### src/verilog/pic_defs.svh
// Constants of the platform interrupt controller
// Function
// - Forty-six level sources numbered from one, each with gateway and pending bit.
// - Each source has a programmable priority of 1, 2 or 3.
// - A gateway turns an asserted source level into one request.
// - The core latches each gateway request into the source pending bit.
// - Per-source enable and priority plus a target threshold are writable.
// - Notification is high only if an enabled pending source beats the threshold.
// - A claim read returns the best source id and clears its pending bit.
// - After a claim the notification drops for at least one cycle.
// - A gateway ignores its source after reporting until a completion arrives.
// - A completion write naming a source releases that source's gateway.
// - Pending bits are readable and writable for software interrupts.
// - Vector mode select is bit 1 of control register 0x7d0, reset 0.
// - Vectored delivery needs both vector mode select and feature vectored enable.
// - Pending writes set bits on ones and leave bits on zeros.
`ifndef PIC_DEFS_SVH
`define PIC_DEFS_SVH
`define PIC_NSRC 46
`define PIC_ID_W 6
`define PIC_PRI_W 2
`define PIC_CSR_MISC 12'h7d0
`define PIC_VEC_BIT 1
`define PIC_PRI_RESET 2'h1
`define PIC_THR_RESET 2'h0
`endif

### src/verilog/pic_pkg.sv
// Types of the platform interrupt controller
`include "pic_defs.svh"
package pic_pkg;
	typedef logic [`PIC_ID_W-1:0] pic_id_t;
	typedef logic [`PIC_PRI_W-1:0] pic_pri_t;
	typedef logic [`PIC_NSRC:1] pic_vec_t;
	typedef struct packed
	{
		pic_vec_t busy;
		pic_vec_t req;
	} pic_gw_st_t;
	typedef struct packed
	{
		pic_vec_t pending;
		pic_vec_t enable;
		logic [`PIC_NSRC:1][`PIC_PRI_W-1:0] pri;
		pic_pri_t thres;
		logic vec_sel;
		logic fen_vec;
		logic vec_active;
		logic eip;
		pic_id_t claim_id;
		logic claim_valid;
		logic [31:0] csr_rdata;
	} pic_core_st_t;
endpackage

### src/verilog/pic_gateways.sv
// Per-source interrupt gateways
`timescale 1ns/10ps
`default_nettype none
`include "pic_defs.svh"
module pic_gateways
(
	// Clock and reset
	input wire logic core_clk,
	input wire logic srst,
	// Sources and completion
	input wire pic_pkg::pic_vec_t src_level,
	input wire logic compl_we,
	input wire pic_pkg::pic_id_t compl_id,
	// Requests to the core
	output logic [`PIC_NSRC:1] gw_req
);
	import pic_pkg::*;
	pic_gw_st_t s;
	pic_gw_st_t next_s;
	wire logic [`PIC_NSRC:1] next_busy;
	wire logic [`PIC_NSRC:1] next_req;

	////////////////////////////////////////////////////////////////////////////////
	// One gateway per source
	// Completion frees the gateway; the level is seen again next cycle
	genvar g;
	generate
		for (g = 1; g <= `PIC_NSRC; g++)
		begin : gen_gw
			assign next_req[g] = src_level[g] && !s.busy[g] && !(compl_we && compl_id == pic_id_t'(g));
			assign next_busy[g] = (compl_we && compl_id == pic_id_t'(g)) ? 1'b0
				: (s.busy[g] | next_req[g]);
		end
	endgenerate

	always_comb
	begin
		next_s.busy = next_busy;
		next_s.req = next_req;
	end

	always_ff @(posedge core_clk)
	begin
		if (srst)
			s <= '0;
		else
			s <= next_s;
	end

	assign gw_req = s.req;
endmodule // pic_gateways
`default_nettype wire

### src/verilog/pic_top.sv
// Platform interrupt controller core with gateways and control register
`timescale 1ns/10ps
`default_nettype none
`include "pic_defs.svh"
module pic_top
(
	// Clock and reset
	input wire logic core_clk,
	input wire logic srst,
	// Interrupt sources
	input wire pic_pkg::pic_vec_t src_level,
	// Enable and priority settings
	input wire logic enable_we,
	input wire pic_pkg::pic_vec_t enable_wdata,
	input wire logic pri_we,
	input wire pic_pkg::pic_id_t pri_sel,
	input wire pic_pkg::pic_pri_t pri_wdata,
	input wire logic thres_we,
	input wire pic_pkg::pic_pri_t thres_wdata,
	input wire logic fen_we,
	input wire logic fen_wdata,
	// Pending write
	input wire logic pend_we,
	input wire pic_pkg::pic_vec_t pend_wdata,
	// Claim and completion
	input wire logic claim_rd,
	input wire logic compl_we,
	input wire pic_pkg::pic_id_t compl_id,
	// Control register access
	input wire logic csr_we,
	input wire logic [11:0] csr_addr,
	input wire logic [31:0] csr_wdata,
	// Outputs
	output logic eip,
	output pic_pkg::pic_id_t claim_id,
	output logic claim_valid,
	output pic_pkg::pic_vec_t source_pending_bits,
	output pic_pkg::pic_vec_t source_enable_bits,
	output pic_pkg::pic_pri_t target_priority_threshold,
	output logic feature_vectored_enable,
	output logic vector_mode_select,
	output logic vectored_active,
	output logic [31:0] csr_rdata
);
	import pic_pkg::*;
	pic_core_st_t s;
	pic_core_st_t next_s;
	pic_vec_t gw_req;
	pic_id_t best_id;
	pic_pri_t best_pri;
	logic any_qual;

	////////////////////////////////////////////////////////////////////////////////
	// Gateways
	pic_gateways u_gw
	(
		.core_clk(core_clk),
		.srst(srst),
		.src_level(src_level),
		.compl_we(compl_we),
		.compl_id(compl_id),
		.gw_req(gw_req)
	);

	////////////////////////////////////////////////////////////////////////////////
	// Arbitration
	// Descending scan with >= makes the lowest id win a tie
	always_comb
	begin
		best_id = '0;
		best_pri = s.thres;
		for (int i = `PIC_NSRC; i >= 1; i--)
		begin
			if (s.pending[i] && s.enable[i] && s.pri[i] > s.thres
				&& (best_id == '0 || s.pri[i] >= best_pri))
			begin
				best_id = pic_id_t'(i);
				best_pri = s.pri[i];
			end
		end
		any_qual = (best_id != '0);
	end

	////////////////////////////////////////////////////////////////////////////////
	// Next state
	always_comb
	begin
		next_s = s;
		// Settings; software must hold them stable while interrupts are open
		if (enable_we)
			next_s.enable = enable_wdata;
		if (pri_we && pri_sel != '0 && pri_sel <= pic_id_t'(`PIC_NSRC))
			next_s.pri[pri_sel] = (pri_wdata == '0) ? `PIC_PRI_RESET : pri_wdata;
		if (thres_we)
			next_s.thres = thres_wdata;
		if (fen_we)
			next_s.fen_vec = fen_wdata;
		if (csr_we && csr_addr == `PIC_CSR_MISC)
			next_s.vec_sel = csr_wdata[`PIC_VEC_BIT];
		next_s.csr_rdata = '0;
		if (csr_addr == `PIC_CSR_MISC)
			next_s.csr_rdata[`PIC_VEC_BIT] = s.vec_sel;
		next_s.vec_active = s.vec_sel && s.fen_vec;
		// Claim clears first so that a same-cycle set wins
		next_s.claim_valid = claim_rd;
		if (claim_rd)
		begin
			next_s.claim_id = best_id;
			if (any_qual)
				next_s.pending[best_id] = 1'b0;
		end
		next_s.pending = next_s.pending | gw_req;
		if (pend_we)
			next_s.pending = next_s.pending | pend_wdata;
		// A claim forces one low cycle so the core sees a fresh edge
		next_s.eip = any_qual && !claim_rd;
	end

	always_ff @(posedge core_clk)
	begin
		if (srst)
		begin
			s <= '0;
			s.pri <= {`PIC_NSRC{`PIC_PRI_RESET}};
			s.thres <= `PIC_THR_RESET;
		end
		else
			s <= next_s;
	end

	////////////////////////////////////////////////////////////////////////////////
	// Outputs
	assign eip = s.eip;
	assign claim_id = s.claim_id;
	assign claim_valid = s.claim_valid;
	assign source_pending_bits = s.pending;
	assign source_enable_bits = s.enable;
	assign target_priority_threshold = s.thres;
	assign feature_vectored_enable = s.fen_vec;
	assign vector_mode_select = s.vec_sel;
	assign vectored_active = s.vec_active;
	assign csr_rdata = s.csr_rdata;
endmodule // pic_top
`default_nettype wire
### config.mk
export PLATFORM = sky130hd
export DESIGN_NAME = pic_top
export DESIGN_NICKNAME = d
export VERILOG_FILES = /design/src/verilog/pic_pkg.sv /design/src/verilog/pic_gateways.sv /design/src/verilog/pic_top.sv
export VERILOG_INCLUDE_DIRS = /design/src /design/src/verilog
export SDC_FILE = /design/constraint.sdc
export NUM_CORES = 1
export LEC_CHECK = 0
export ABC_AREA = 0
export BUFFER_PORTS_ARGS = -buffer_cell sky130_fd_sc_hd__buf_2
export CORE_ASPECT_RATIO = 1.75
export CORE_MARGIN = 4
export CORE_UTILIZATION = 49
export DETAILED_ROUTE_END_ITERATION = 10
export GPL_ROUTABILITY_DRIVEN = 0
export GPL_TIMING_DRIVEN = 0
export PLACE_DENSITY = 0.71
export REMOVE_ABC_BUFFERS = 1
export SETUP_SLACK_MARGIN = 0.1
export SLEW_MARGIN = 20
export SYNTH_ARGS = -nofsm -noshare
export SYNTH_HDL_FRONTEND = slang
export SYNTH_SLANG_ARGS = --single-unit
### constraint.sdc
create_clock -name core_clk -period 68.2 [get_ports core_clk]
set_input_delay 3.41 -clock core_clk [delete_from_list [all_inputs] [get_ports core_clk]]
set_output_delay 3.41 -clock core_clk [all_outputs]
set_load 0.03 [all_outputs]
Word level (Yosys, flattened, before mapping)
Cells that the tools add are included.

word-level totals
  bits in registers = 321
  latch bits = 0
  bits in writable memories = 0
  ROM bits = 0
  input bits = 209
  output and inout bits = 137
  word-level logic and storage cells = 913
  memories = 0

cells by class
  add/sub/neg operators = 0
  $mul = 0
  div/mod/pow operators = 0
  magnitude comparators = 96
  equality and inequality tests = 47
  shifts and indexed selects = 0
  muxes and demuxes = 100
  bitwise gates (word level) = 51
  reductions and logical operators = 515

operator list
  cell                                                               count
  logical AND 1 bit                                                  282
  two-way mux 6 bit                                                  46
  zero test 6 bit                                                    45
  two-way mux 46 bit                                                 3
  equality test 6 x 5 -> 1 bit, second input constant                16
  two-way mux 2 bit                                                  47
  OR reduction 2 bit                                                 47
  zero test 1 bit                                                    93
  bitwise mux 92 bit                                                 1
  > comparator 2 bit                                                 46
  OR 46 bit                                                          2
  equality test 6 bit, second input constant                         15
  greater-or-equal comparator 2 bit                                  45
  equality test 6 x 4 -> 1 bit, second input constant                8
  AND 46 bit                                                         1
  NOT 46 bit                                                         1
  OR 1 bit                                                           46
  logical OR 1 bit                                                   45
  equality test 6 x 3 -> 1 bit, second input constant                4
  < comparator 6 x 7 -> 1 bit, second input constant                 2
  demux 2 bit (select 6 bit)                                         1
  equality test 12 x 11 -> 1 bit, second input constant              1
  equality test 6 x 2 -> 1 bit, second input constant                2
  greater-or-equal comparator 6 x 1 -> 1 bit, second input constant  2
  other kinds (7)                                                    8

Depth between registers and ports, before layout
Gate-level depths: netlist of the first run.

  word-level depth = 194
  mapped depth = 353
  depth with buffers taken out = 349

Cells and area by module
Synthesis of the first run repeated with hierarchy kept, for this count alone.

unflattened totals
  cell total of the unflattened synthesis = 2477
  area, all modules = 20365.8 um^2

modules (own cells, without submodules)
  module        times used  cells each  area each (um^2)
  pic_top       1           2112        16647.2
  pic_gateways  1           365         3718.6

Worst setup path after synthesis of the first run
OpenSTA, ideal clock, no wires.

  path kind = flip-flop to flip-flop
  start = reg s (netlist bit target_priority_threshold[1])
  end = reg s (netlist bit source_pending_bits[10])
  library setup time = 0.132 ns
  arrival time = 59.896 ns
  required time = 68.068 ns
  path slack = 8.172 ns
  stages on the path, launching flop included = 339
  path buffers = 4
  period minus slack after synthesis = 60.028 ns
  path through = dfxtp_1 inv_1 ha_1 nor2b_1 o211ai_1 nand2_1 o21ai_0 ha_1 nand2b_1 maj3_1 o21ai_0 o221a_2 ha_1 nand2b_1 nor2_1 o21ai_0 and3_1 o21a_1 [303 not listed] a22o_1 ha_1 nand2b_1 a21oi_1 nor2_1 a31oi_1 mux2_2 ha_1 nand2b_1 a21oi_1 nor2_1 nor2_1 nor4b_2 nand3_1 or3_1 buf_2 o41ai_1 a21oi_1

between the ends
  word-level cells in the longest chain between the ends = 194
  elaborated cells on any way between the ends = 376

ends and longest elaborated chain
  element                                                                      RTL line        text
  start, declared                                                              pic_top.sv:46   pic_core_st_t s;
  start signal, assigned                                                       pic_top.sv:128  s <= next_s;
  > comparator 2 bit                                                           pic_top.sv:74   if (s.pending[i] && s.enable[i] && s.pri[i] > s.thres
  logical AND 1 bit                                                            pic_top.sv:74
  two-way mux 2 bit / two-way mux 6 bit (equally long branches)                pic_top.sv:74
  greater-or-equal comparator 2 bit / zero test 6 bit (equally long branches)  pic_top.sv:75   && (best_id == '0 || s.pri[i] >= best_pri))
  logical OR 1 bit                                                             pic_top.sv:75
  logical AND 1 bit                                                            pic_top.sv:75
  two-way mux 2 bit / two-way mux 6 bit (equally long branches)                pic_top.sv:74
  greater-or-equal comparator 2 bit / zero test 6 bit (equally long branches)  pic_top.sv:75
  [178 not listed]                                                             n/a
  demux 1 bit (select 6 bit)                                                   pic_top.sv:110  next_s.pending[best_id] = 1'b0;
  NOT 46 bit (no line)                                                         n/a
  AND 46 bit (no line)                                                         n/a
  two-way mux 46 bit *                                                         pic_top.sv:109  if (any_qual)
  two-way mux 46 bit *                                                         pic_top.sv:106  if (claim_rd)
  OR 46 bit *                                                                  pic_top.sv:112  next_s.pending = next_s.pending | gw_req;
  OR 46 bit                                                                    pic_top.sv:114  next_s.pending = next_s.pending | pend_wdata;
  two-way mux 46 bit *                                                         pic_top.sv:113  if (pend_we)

Mark *: on every way between the ends. The rest lies on a longest branch, timed or not.
A chain may end at the register's enable or synchronous reset.

Worst setup path in the final report of the first run
  start = reg s (netlist bit target_priority_threshold[1])
  end = reg s (netlist bit source_pending_bits[22])

The elaborated chain is that of the path after synthesis.

==> results.txt, run 1 <==
Status: finished clean
Tot Pwr: 0.0005253 W
Clk Latency, worst-skew pair: 0.58 ns
Root Buffer: clkbuf_16
Sequential share of the synthesized area: 29.29%
#FFs+latches synth: 290
TritonRoute pass-1 iters: 8
Cell Rows: 97
Grt ovf: 0
Final setup vio count: 0
Area growth, synth to finish: 14.81%
Largest delay contributor family on the critical path: compound AO/OA/AOI/OAI gates
Peak VDD IR: 0.02664 mV
Critical Path RT: 68.62 ns
DR WL/cell: 22.14 um
Yosys cell types: 110
Highest clock rate: 15.44 MHz
Slew margin rel.: 21.79%
Slew @ Worst Pin: 1.164 ns
Leakage Power: 10.49 nW
Startpoint types: register
Die X: 160.0 um
Data arrival, critical path: 65.19 ns
EDFF count, synth: 0
DRT Wirelength: 69.72 mm
CP Buf/Inv Count: 10
Vias per cell: 6.323
Netlist Area Pre-Place: 19,820 um2
Multi-input gate area: 12,950 um2
Fin Clk Skew: 0.03294 ns
Antenna violations before repair: 4
DRC viols: 0
Power density over the cells: 23.09 nW/um2
Drt initial violations: 1,406
Final min period: 64.78 ns
Crit end category: register
Filler cells: 3,689
Max stage delay on crit path: 0.44 ns
Ys async rst share: 0%
Global-route wire length before repair: 103.4 mm
Most common cell after layout, fill and taps aside: nand2_1
Initial Utilization: 49.48%
Final-report max-slew violation count: 0
Tcrit/Tclk final: 94.98%
Sequential Area: 5813 um2
Vias in the first global route: 19,335
H-Tree Depth: 1
Pin count of the biggest net entering global routing: 101
Vias: 19,912
Setup CP Type: register to register
Post-synthesis cell count: 2,450
Total GRT Usage: 29.29%
Worst Path Max Fanout: 23
Layout cell share with drive strength beyond 1: 20.52%
Commonest non-fill, non-tap cells in the layout: 294 x nand2_1, 288 x dfxtp_1, 282 x buf_2
CTS tree: built
Yosys warning count: 0
Worst path most repeated cell: ha_1
Hold Fails Final Rpt: 0
Total CTS buffers: 29
TritonCTS Sinks: 290
Final core occ: 56.81%
Syn avg cell area: 8.089 um2
Worst-path clk slew: 0.07 ns
Min-Delay Path Class: register to register
Post-detail-place hpwl: 53.13 mm
Max Root-Sink Buffers: 3
Die Y: 274.0 um
Slowest library cell on the worst path: a2111o_1
Die Area: 43,850 um2
Final Cell Area: 22,750 um2
# IOs: 346
I/O Buffers: 283
# Max-Cap Violations: 0
Core box area: 40,050 um2
Most used flip-flop cell after synthesis: dfxtp_1
DP Area: 20,890 um2
Fin nets: 2,977
Final ANT Viol Nets: 0
[layer usage]
| layer | up-vias | wire [um] | global-route usage [%] |
|---|---|---|---|
| li1 | 9228 | - | - |
| met3 | 341 | 4953 | 5.159 |
| met1 | 9358 | 23710 | 29.14 |
| met4 | 0 | 6260 | 22.14 |
| met5 | - | 0 | 0 |
| met2 | 985 | 34800 | 53.80 |
[synth_stat cells, drive strengths merged (9+ instances only)]
master | count | area, um2
nand3 | 61 | 315.3
and3 | 28 | 175.2
nand4 | 15 | 100.1
a22o | 9 | 78.83
o2111a | 18 | 202.7
a311oi | 15 | 143.9
a21oi | 233 | 1177
dfxtp | 290 | 5806
a211oi | 49 | 372.9
nor3b | 15 | 117.6
nor4 | 13 | 108.9
o21ai | 82 | 417.9
o211ai | 67 | 508.0
mux2 | 11 | 123.9
nor2 | 184 | 693.2
and3b | 52 | 455.4
a221oi | 9 | 78.83
nand2b | 63 | 394.1
or3 | 10 | 62.56
and2 | 24 | 152.6
or2 | 12 | 75.07
o31ai | 26 | 205.2
o41ai | 15 | 183.9
ha | 139 | 1739
clkbuf | 69 | 259.0
buf | 145 | 1079
mux2i | 61 | 610.6
a21o | 22 | 165.2
nor3 | 37 | 206.5
nor2b | 42 | 270.3
a31oi | 13 | 81.33
inv | 106 | 397.9
nand2 | 298 | 1121
o21a | 64 | 489.2
o2111ai | 25 | 219.0
[where the power goes]
group | switching, W | leakage, nW | internal (W)
sequential | 0.00000844 | 2.39 | 0.000178
clock | 0.0000740 | 0.507 | 0.000105
combinational | 0.000103 | 7.59 | 0.0000570
total | 0.000185 | 10.5 | 0.000340
[metrics by stage]
| stage | hold slack (ns) | setup WS, ns | cells | TNS, ns |
|---|---|---|---|---|
| 2_1_floorplan | 0.4204 | 8.251 | 2266 | 0 |
| 3_3_place_gp | 0.4264 | -1.907 | 3044 | -62.33 |
| 3_5_place_dp | 0.4336 | -2.045 | 3056 | -69.26 |
| 4_1_cts | 0.4484 | 0.1433 | 3113 | 0 |
| 5_1_grt | 0.4611 | -0.4054 | 3149 | -9.530 |
| 6_report | 0.4437 | 3.425 | 3149 | 0 |
[path summary, 6_finish.rpt]
check                                                   from                 endpoint  slack, ns  cells after the start
worst max-delay path            target_priority_threshold[1]  source_pending_bits[22]       3.42                    343
worst min-delay path                              u_gw.s[77]               u_gw.s[77]       0.44                      1
worst max register to register  target_priority_threshold[1]  source_pending_bits[22]       3.42                    343
worst min register to register                    u_gw.s[77]               u_gw.s[77]       0.44                      1
[layout make-up]
class / instances / share of cell area (%)
clock inverters: 16 / 1.105
well taps: 495 / 2.722
multi-input cells: 1870 / 56.90
repair inverters: 1 / 0.03849
flip-flops and latches: 290 / 25.55
inverters: 106 / 1.804
repair buffers: 331 / 8.397
diodes: 3 / 0.03299
clock buffers: 37 / 3.453
[flip-flops by register name, summed over array words and instances (netlist names)]
name                       cells
s                             92
source_enable_bits            46
source_pending_bits           46
u_gw.gw_req                   46
u_gw.s                        46
claim_id                       6
target_priority_threshold      2
claim_valid                    1
csr_rdata                      1
eip                            1
feature_vectored_enable        1
vector_mode_select             1
vectored_active                1
[repair_timing]
item | CTS | global route
setup buffers | 4 | 31
hold buffers | 0 | 0
pin swaps | 4 | 17
resized for setup | 14 | 100
cloned | 0 | 1
endpoints found under the setup margin | 53 | 53
[cell families after synthesis]
logic type	count (synthesis)	synth area share, %
buf+inv	320	8.757
fa+ha+maj	143	8.978
simple gates	876	22.46
flops	290	29.29
mux	72	3.706
other cells	1	0.01892
compound gates	748	26.78
Power figures use the tool's default switching activity.
==> run 2, diff against run 1 <==
--- a/config.mk
+++ b/config.mk
@@ -11,9 +11,9 @@
 export CORE_ASPECT_RATIO = 1.75
 export CORE_MARGIN = 4
-export CORE_UTILIZATION = 49
+export CORE_UTILIZATION = 50
 export DETAILED_ROUTE_END_ITERATION = 10
 export GPL_ROUTABILITY_DRIVEN = 0
 export GPL_TIMING_DRIVEN = 0
-export PLACE_DENSITY = 0.71
+export PLACE_DENSITY = 0.72
 export REMOVE_ABC_BUFFERS = 1
 export SETUP_SLACK_MARGIN = 0.1
==> constraint.sdc (replaced) <==
create_clock -name core_clk -period 68.2 [get_ports core_clk]
set_input_delay 3.41 -clock core_clk [delete_from_list [all_inputs] [get_ports core_clk]]
set_output_delay 3.41 -clock core_clk [all_outputs]
set_load 0.005 [all_outputs]
==> results.txt, run 2 (same netlist as run 1, synthesis figures left out) <==
Peak VDD IR: 0.02568 mV (-3.6%)
Combinational Power Share: 29.0% (-1.4 points)
Fin nets: 2,975 (-0.067%)
DRT Wirelength: 68.98 mm (-1.1%)
Final core occ: 58.07% (+1.3 points)
Drt initial violations: 1,425 (+1.4%)
Min-Delay Path Class: register to register
TritonCTS Sinks: 290 (unchanged)
Setup ws final: 3.239 ns (-0.1859 ns)
Antenna violations before repair: 1 (-3)
Vias in the first global route: 19,444 (+0.56%)
Critical Path RT: 68.65 ns (+0.03 ns)
Status: finished clean
Crit end category: register
Area growth, synth to finish: 14.74% (about the same)
Clk pwr share: 34.4% (+0.4 points)
Final-report max-slew violation count: 0 (unchanged)
CTS tree: built
Final setup vio count: 0 (unchanged)
Top reg by flops: s
Vias per cell: 6.329 (about the same)
Core box area: 39,160 um2 (-2.2%)
Vias: 19,879 (-0.17%)
Final Cell Area: 22,740 um2 (about the same)
Global-route wire length before repair: 103.6 mm (+0.20%)
Layout cell share with drive strength beyond 1: 20.50% (-0.022 points)
Initial Utilization: 50.61% (+1.1 points)
DRC viols: 0 (unchanged)
Root Buffer: clkbuf_16
DR WL/cell: 21.96 um (-0.82%)
Part of the power in registers: 36.6% (+1.1 points)
TritonRoute pass-1 iters: 6 (-2)
# Max-Cap Violations: 0 (unchanged)
Slew @ Worst Pin: 1.172 ns (+0.008041 ns)
Highest clock rate: 15.39 MHz (-0.29%)
Die X: 158.5 um (-0.96%)
Commonest non-fill, non-tap cells in the layout: 295 x nand2_1, 288 x dfxtp_1, 281 x buf_2
CTS Hold Bufs: 0 (unchanged)
Fin Clk Skew: 0.02652 ns (-0.006412 ns)
Final min period: 64.96 ns (+0.1859 ns)
Hold Fails Final Rpt: 0 (unchanged)
Filler cells: 3,542 (-4.0%)
H-Tree Depth: 1 (unchanged)
Worst path most repeated cell: ha_1
I/O Buffers: 283 (unchanged)
Most common cell after layout, fill and taps aside: nand2_1
Die Area: 43,010 um2 (-1.9%)
Tcrit/Tclk final: 95.25% (+0.27 points)
Total CTS buffers: 28 (-3.4%)
Data arrival, critical path: 65.42 ns (+0.23 ns)
DP Area: 20,880 um2 (about the same)
Startpoint types: register
Power density over the cells: 22.39 nW/um2 (-3.0%)
Total GRT Usage: 30.26% (+0.98 points)
# IOs: 346 (unchanged)
Setup CP Type: register to register
Leakage Power: 10.47 nW (-0.12%)
Slew margin rel.: 21.25% (-0.54 points)
Internal power: 0.0003360 W (-1.2%)
Max reg flops: 92 (unchanged)
Max Root-Sink Buffers: 3 (unchanged)
P_sw: 0.0001731 W (-6.6%)
Final ANT Viol Nets: 0 (unchanged)
Pin count of the biggest net entering global routing: 108 (+6.9%)
Max stage delay on crit path: 0.51 ns (+0.07 ns)
Grt ovf: 0 (unchanged)
Fin Setup TNS: 0 ns (unchanged)
Slowest library cell on the worst path: dfxtp_4
Cell Rows: 96 (-1.0%)
Pre-CTS setup slack: -1.862 ns (+0.1832 ns)
Sw Share: 34.00% (-1.3 points)
Post-detail-place hpwl: 52.50 mm (-1.2%)
Worst-path clk slew: 0.07 ns (about the same)
Clk Latency, worst-skew pair: 0.59 ns (about the same)
Die Y: 271.4 um (-0.98%)
Worst Path Max Fanout: 21 (-8.7%)
==> run 2: cell types whose count changed in the layout (fill, tap and decap cells not counted), moves of 2 or more <==
cell,before,now
nor2b_1,40,38
o31ai_1,15,17
o22ai_2,4,6
nor2b_2,0,2
o31ai_2,8,5
buf_6,1,3
buf_4,41,39
o22ai_1,3,1
==> run 2: repair_timing <==
item / in CTS / in global routing
pin swaps: 3 / 27
hold endpoints to repair: 0 / 0
gates resized for setup: 17 / 98
buffers inserted: 5 / 30
cloned: 0 / 2
setup endpoints to repair: 53 / 53
==> run 2: worst max-delay path: cells and delay by family (launching register included) <==
kind            cells  cell delay, ns
fa+ha+maj          48           13.20
mux                11            3.75
compound gates    139           27.10
flops               1            0.51
buf+inv            11            1.43
simple gates      129           18.75
==> run 2: power groups by stage <==
stage / combinational, W / clock (W) / sequential [W]
after floorplan: 0.0000827 / 0 / 0.000187
after global placement: 0.000127 / 0 / 0.000190
after detailed placement: 0.000132 / 0 / 0.000190
after CTS: 0.000134 / 0.000177 / 0.000186
after global routing: 0.000158 / 0.000183 / 0.000187
final: 0.000148 / 0.000175 / 0.000187
==> run 2: final cells by class <==
cell class / instances / area (um2) / share of cell area (%)
Antenna cell: 2 / 5.005 / 0.02201
Clock buffer: 37 / 795.8 / 3.500
Clock inverter: 15 / 224.0 / 0.9850
Inverter: 106 / 410.4 / 1.805
Multi-Input combinational cell: 1870 / 12960 / 56.99
Sequential cell: 290 / 5813 / 25.57
Tap cell: 490 / 613.1 / 2.696
Timing Repair Buffer: 330 / 1911 / 8.403
Timing Repair inverter: 1 / 8.758 / 0.03852
==> run 2: path summary, 6_finish.rpt <==
check | end | slack (ns) | cells after the start | start
hold / removal | u_gw.s[91] | 0.44 | 1 | u_gw.s[91]
setup / recovery | source_pending_bits[10] | 3.24 | 338 | target_priority_threshold[0]
hold reg to reg | u_gw.s[91] | 0.44 | 1 | u_gw.s[91]
setup reg to reg | source_pending_bits[10] | 3.24 | 338 | target_priority_threshold[0]
==> run 2: through the flow <==
step / std cells / total power (W) / hold slack [ns]
after floorplan: 2266 / 0.0002701 / 0.4204
after global placement: 3039 / 0.0003177 / 0.4267
after detailed placement: 3050 / 0.0003220 / 0.4336
after CTS: 3107 / 0.0004976 / 0.4491
after global routing: 3140 / 0.0005283 / 0.4613
final: 3141 / 0.0005092 / 0.4441
==> run 2: metal layers <==
metal | GRT usage [%] | up-vias | share of wire [%]
li1 | - | 9197 | -
met1 | 30.85 | 9354 | 34
met2 | 53.34 | 973 | 49
met3 | 5.790 | 355 | 7.2
met4 | 22.71 | 0 | 9.9
met5 | 0 | - | 0
==> run 3, diff against run 2 <==
clock period = 82.7 ns   (was 68.2 ns; I/O delays follow)
==> results.txt, run 3 (same netlist as run 1, synthesis figures left out) <==
Drt initial violations: 1,462 (+2.6%)
Commonest non-fill, non-tap cells in the layout: 297 x nand2_1, 289 x dfxtp_1, 281 x buf_2
Filler cells: 3,628 (+2.4%)
CTS Hold Bufs: 0 (unchanged)
Die Area: 43,010 um2 (unchanged)
Vias per cell: 6.268 (-0.95%)
R2r setup slk: 10.71 ns (+7.47 ns)
Wire length on met3: 4.936 mm (-0.50%)
Worst hold start: u_gw.s[91]
Grt ovf: 0 (unchanged)
Layout cell share with drive strength beyond 1: 16.35% (-4.2 points)
Max Root-Sink Buffers: 3 (unchanged)
Leakage Power: 10.17 nW (-2.9%)
Vias in the first global route: 19,389 (-0.28%)
Worst flop-to-flop path startpoint: target_priority_threshold[1]
Total CTS buffers: 28 (unchanged)
P_sw: 0.0001373 W (-21%)
Max Used Layer: met4
# Max-Cap Violations: 0 (unchanged)
DR WL/cell: 21.68 um (-1.3%)
RSZ-0062 raised after global routing: false
Slew margin rel.: 22.92% (+1.7 points)
Worst Hold Endpoint: u_gw.s[91]
Slowest library cell on the worst path: o21ai_2
Largest delay contributor family on the critical path: compound AO/OA/AOI/OAI gates
Tcrit/Tclk final: 87.05% (-8.2 points)
Initial Utilization: 50.61% (unchanged)
Sequential Area: 5809 um2 (about the same)
Critical Path RT: 83.12 ns (+14.47 ns)
Internal power: 0.0002725 W (-19%)
CTS resizes: 0 (-17)
Max reg flops: 92 (unchanged)
Startpoint types: register
Data arrival, critical path: 72.41 ns (+6.99 ns)
Top reg by flops: s
Die X: 158.5 um (unchanged)
Pin count of the biggest net entering global routing: 108 (unchanged)
Worst Path Max Fanout: 46 (+120%)
Crit end category: register
Most common cell after layout, fill and taps aside: nand2_1
CP Buf/Inv Count: 8 (-3)
Pre-CTS setup slack: 12.64 ns (+14.50 ns)
Global-route wire length before repair: 103.2 mm (-0.38%)
Final setup vio count: 0 (unchanged)
R2R depth: 332 (-1.8%)
Combinational Power Share: 27.3% (-1.7 points)
CTS tree: built
I/O Buffers: 283 (unchanged)
Cell Rows: 96 (unchanged)
Antenna violations before repair: 1 (unchanged)
Post-CTS setup buffer count: 0 (-5)
TritonCTS Sinks: 290 (unchanged)
Multi-input gate area: 12,440 um2 (-4.0%)
Setup ws final: 10.71 ns (+7.468 ns)
Part of the power in registers: 37.5% (+0.9 points)
Setup CP Type: register to register
Die Y: 271.4 um (unchanged)
Peak VDD IR: 0.02125 mV (-17%)
Clk Latency, worst-skew pair: 0.59 ns (about the same)
Sw Share: 33.51% (-0.49 points)
Final ANT Viol Nets: 0 (unchanged)
Core box area: 39,160 um2 (unchanged)
H-Tree Depth: 1 (unchanged)
Status: finished clean
TritonRoute pass-1 iters: 8 (+2)
Final-report max-slew violation count: 0 (unchanged)
Worst path most repeated cell: ha_1
Max stage delay on crit path: 0.66 ns (+0.15 ns)
Power density over the cells: 18.71 nW/um2 (-16%)
Total GRT Usage: 30.14% (-0.13 points)
Crit Reg-Reg Endpoint: source_pending_bits[30]
Area growth, synth to finish: 10.52%
Slew @ Worst Pin: 1.156 ns (-0.01614 ns)
Fin Clk Skew: 0.02803 ns (+0.001504 ns)
Post-detail-place hpwl: 52.50 mm (unchanged)
Fin Setup TNS: 0 ns (unchanged)
Metal2 WL: 33.06 mm (-2.0%)
Hold path cells: 1 (unchanged)
Clk pwr share: 35.2% (+0.8 points)
DRC viols: 0 (unchanged)
M1 WL: 23.14 mm (-1.4%)
# IOs: 346 (unchanged)
DRT Wirelength: 67.29 mm (-2.4%)
Fin nets: 2,938 (-1.2%)
Hold Fails Final Rpt: 0 (unchanged)
Highest clock rate: 13.89 MHz (-9.8%)
Vias: 19,451 (-2.2%)
Root Buffer: clkbuf_16
Final min period: 71.99 ns (+7.032 ns)
Min-Delay Path Class: register to register
Worst-path clk slew: 0.08 ns (about the same)
[run 3: changes by cell type in the layout (fill, tap and decap cells not counted), sizes merged]
| cell | delta |
|---|---|
| diode | -1 |
| buf | -35 |
| clkbuf | -1 |
| clkinv | -1 |
[run 3: final cells by class]
| cell class | instances | share of cell area, % |
|---|---|---|
| repair buffers | 294 | 7.409 |
| flip-flops and latches | 290 | 26.52 |
| inverters | 106 | 1.828 |
| clock inverters | 15 | 1.023 |
| well taps | 490 | 2.799 |
| diodes | 1 | 0.01142 |
| multi-input cells | 1870 | 56.77 |
| clock buffers | 37 | 3.633 |
[run 3: through the flow]
step | utilization [%] | instance area (um2) | std cells | power, W | hold WS (ns)
after floorplan | - | 18590 | 2266 | 0.0002227 | 0.4204
after global placement | 52.66 | 20620 | 3039 | 0.0002620 | 0.4267
after detailed placement | 53.33 | 20880 | 3050 | 0.0002655 | 0.4336
after CTS | 55.93 | 21900 | 3102 | 0.0004091 | 0.4491
after global routing | 55.94 | 21900 | 3103 | 0.0004258 | 0.4613
final | 55.94 | 21900 | 3103 | 0.0004098 | 0.4441
[run 3: per-layer routing]
| layer | up-vias | track usage (%) |
|---|---|---|
| li1 | 9110 | - |
| met1 | 9071 | 30.76 |
| met2 | 946 | 53.05 |
| met3 | 324 | 5.902 |
| met4 | 0 | 22.49 |
| met5 | - | 0 |
[run 3: worst reg2reg max path, delay by kind of cell, from the launching register on]
| family | cells | cell delay [ns] |
|---|---|---|
| AO/OA/AOI/OAI | 136 | 32.67 |
| AND/OR/NAND/NOR | 129 | 20.36 |
| adder cells (fa/ha/maj) | 48 | 13.06 |
| multiplexers | 11 | 4.13 |
| buffers and inverters | 8 | 1.33 |
| flip-flops | 1 | 0.38 |
[run 3: worst max path at each step]
stage | from | to | slack (ns) | cells after the start
2_1_floorplan | target_priority_threshold[1] | source_pending_bits[10] | 22.89 | 335
3_3_place_gp | target_priority_threshold[0] | source_pending_bits[14] | 12.99 | 333
3_5_place_dp | target_priority_threshold[1] | source_pending_bits[30] | 12.64 | 333
4_1_cts | target_priority_threshold[1] | source_pending_bits[30] | 12.29 | 333
5_1_grt | target_priority_threshold[1] | source_pending_bits[30] | 5.34 | 336
6_report | target_priority_threshold[1] | source_pending_bits[30] | 10.71 | 332
[run 3: power by group through the flow]
stage / registers, W / clock network (W) / logic (W)
after floorplan: 0.000154 / 0 / 0.0000682
after global placement: 0.000157 / 0 / 0.000105
after detailed placement: 0.000157 / 0 / 0.000109
after CTS: 0.000154 / 0.000146 / 0.000109
after global routing: 0.000154 / 0.000151 / 0.000121
final: 0.000154 / 0.000144 / 0.000112
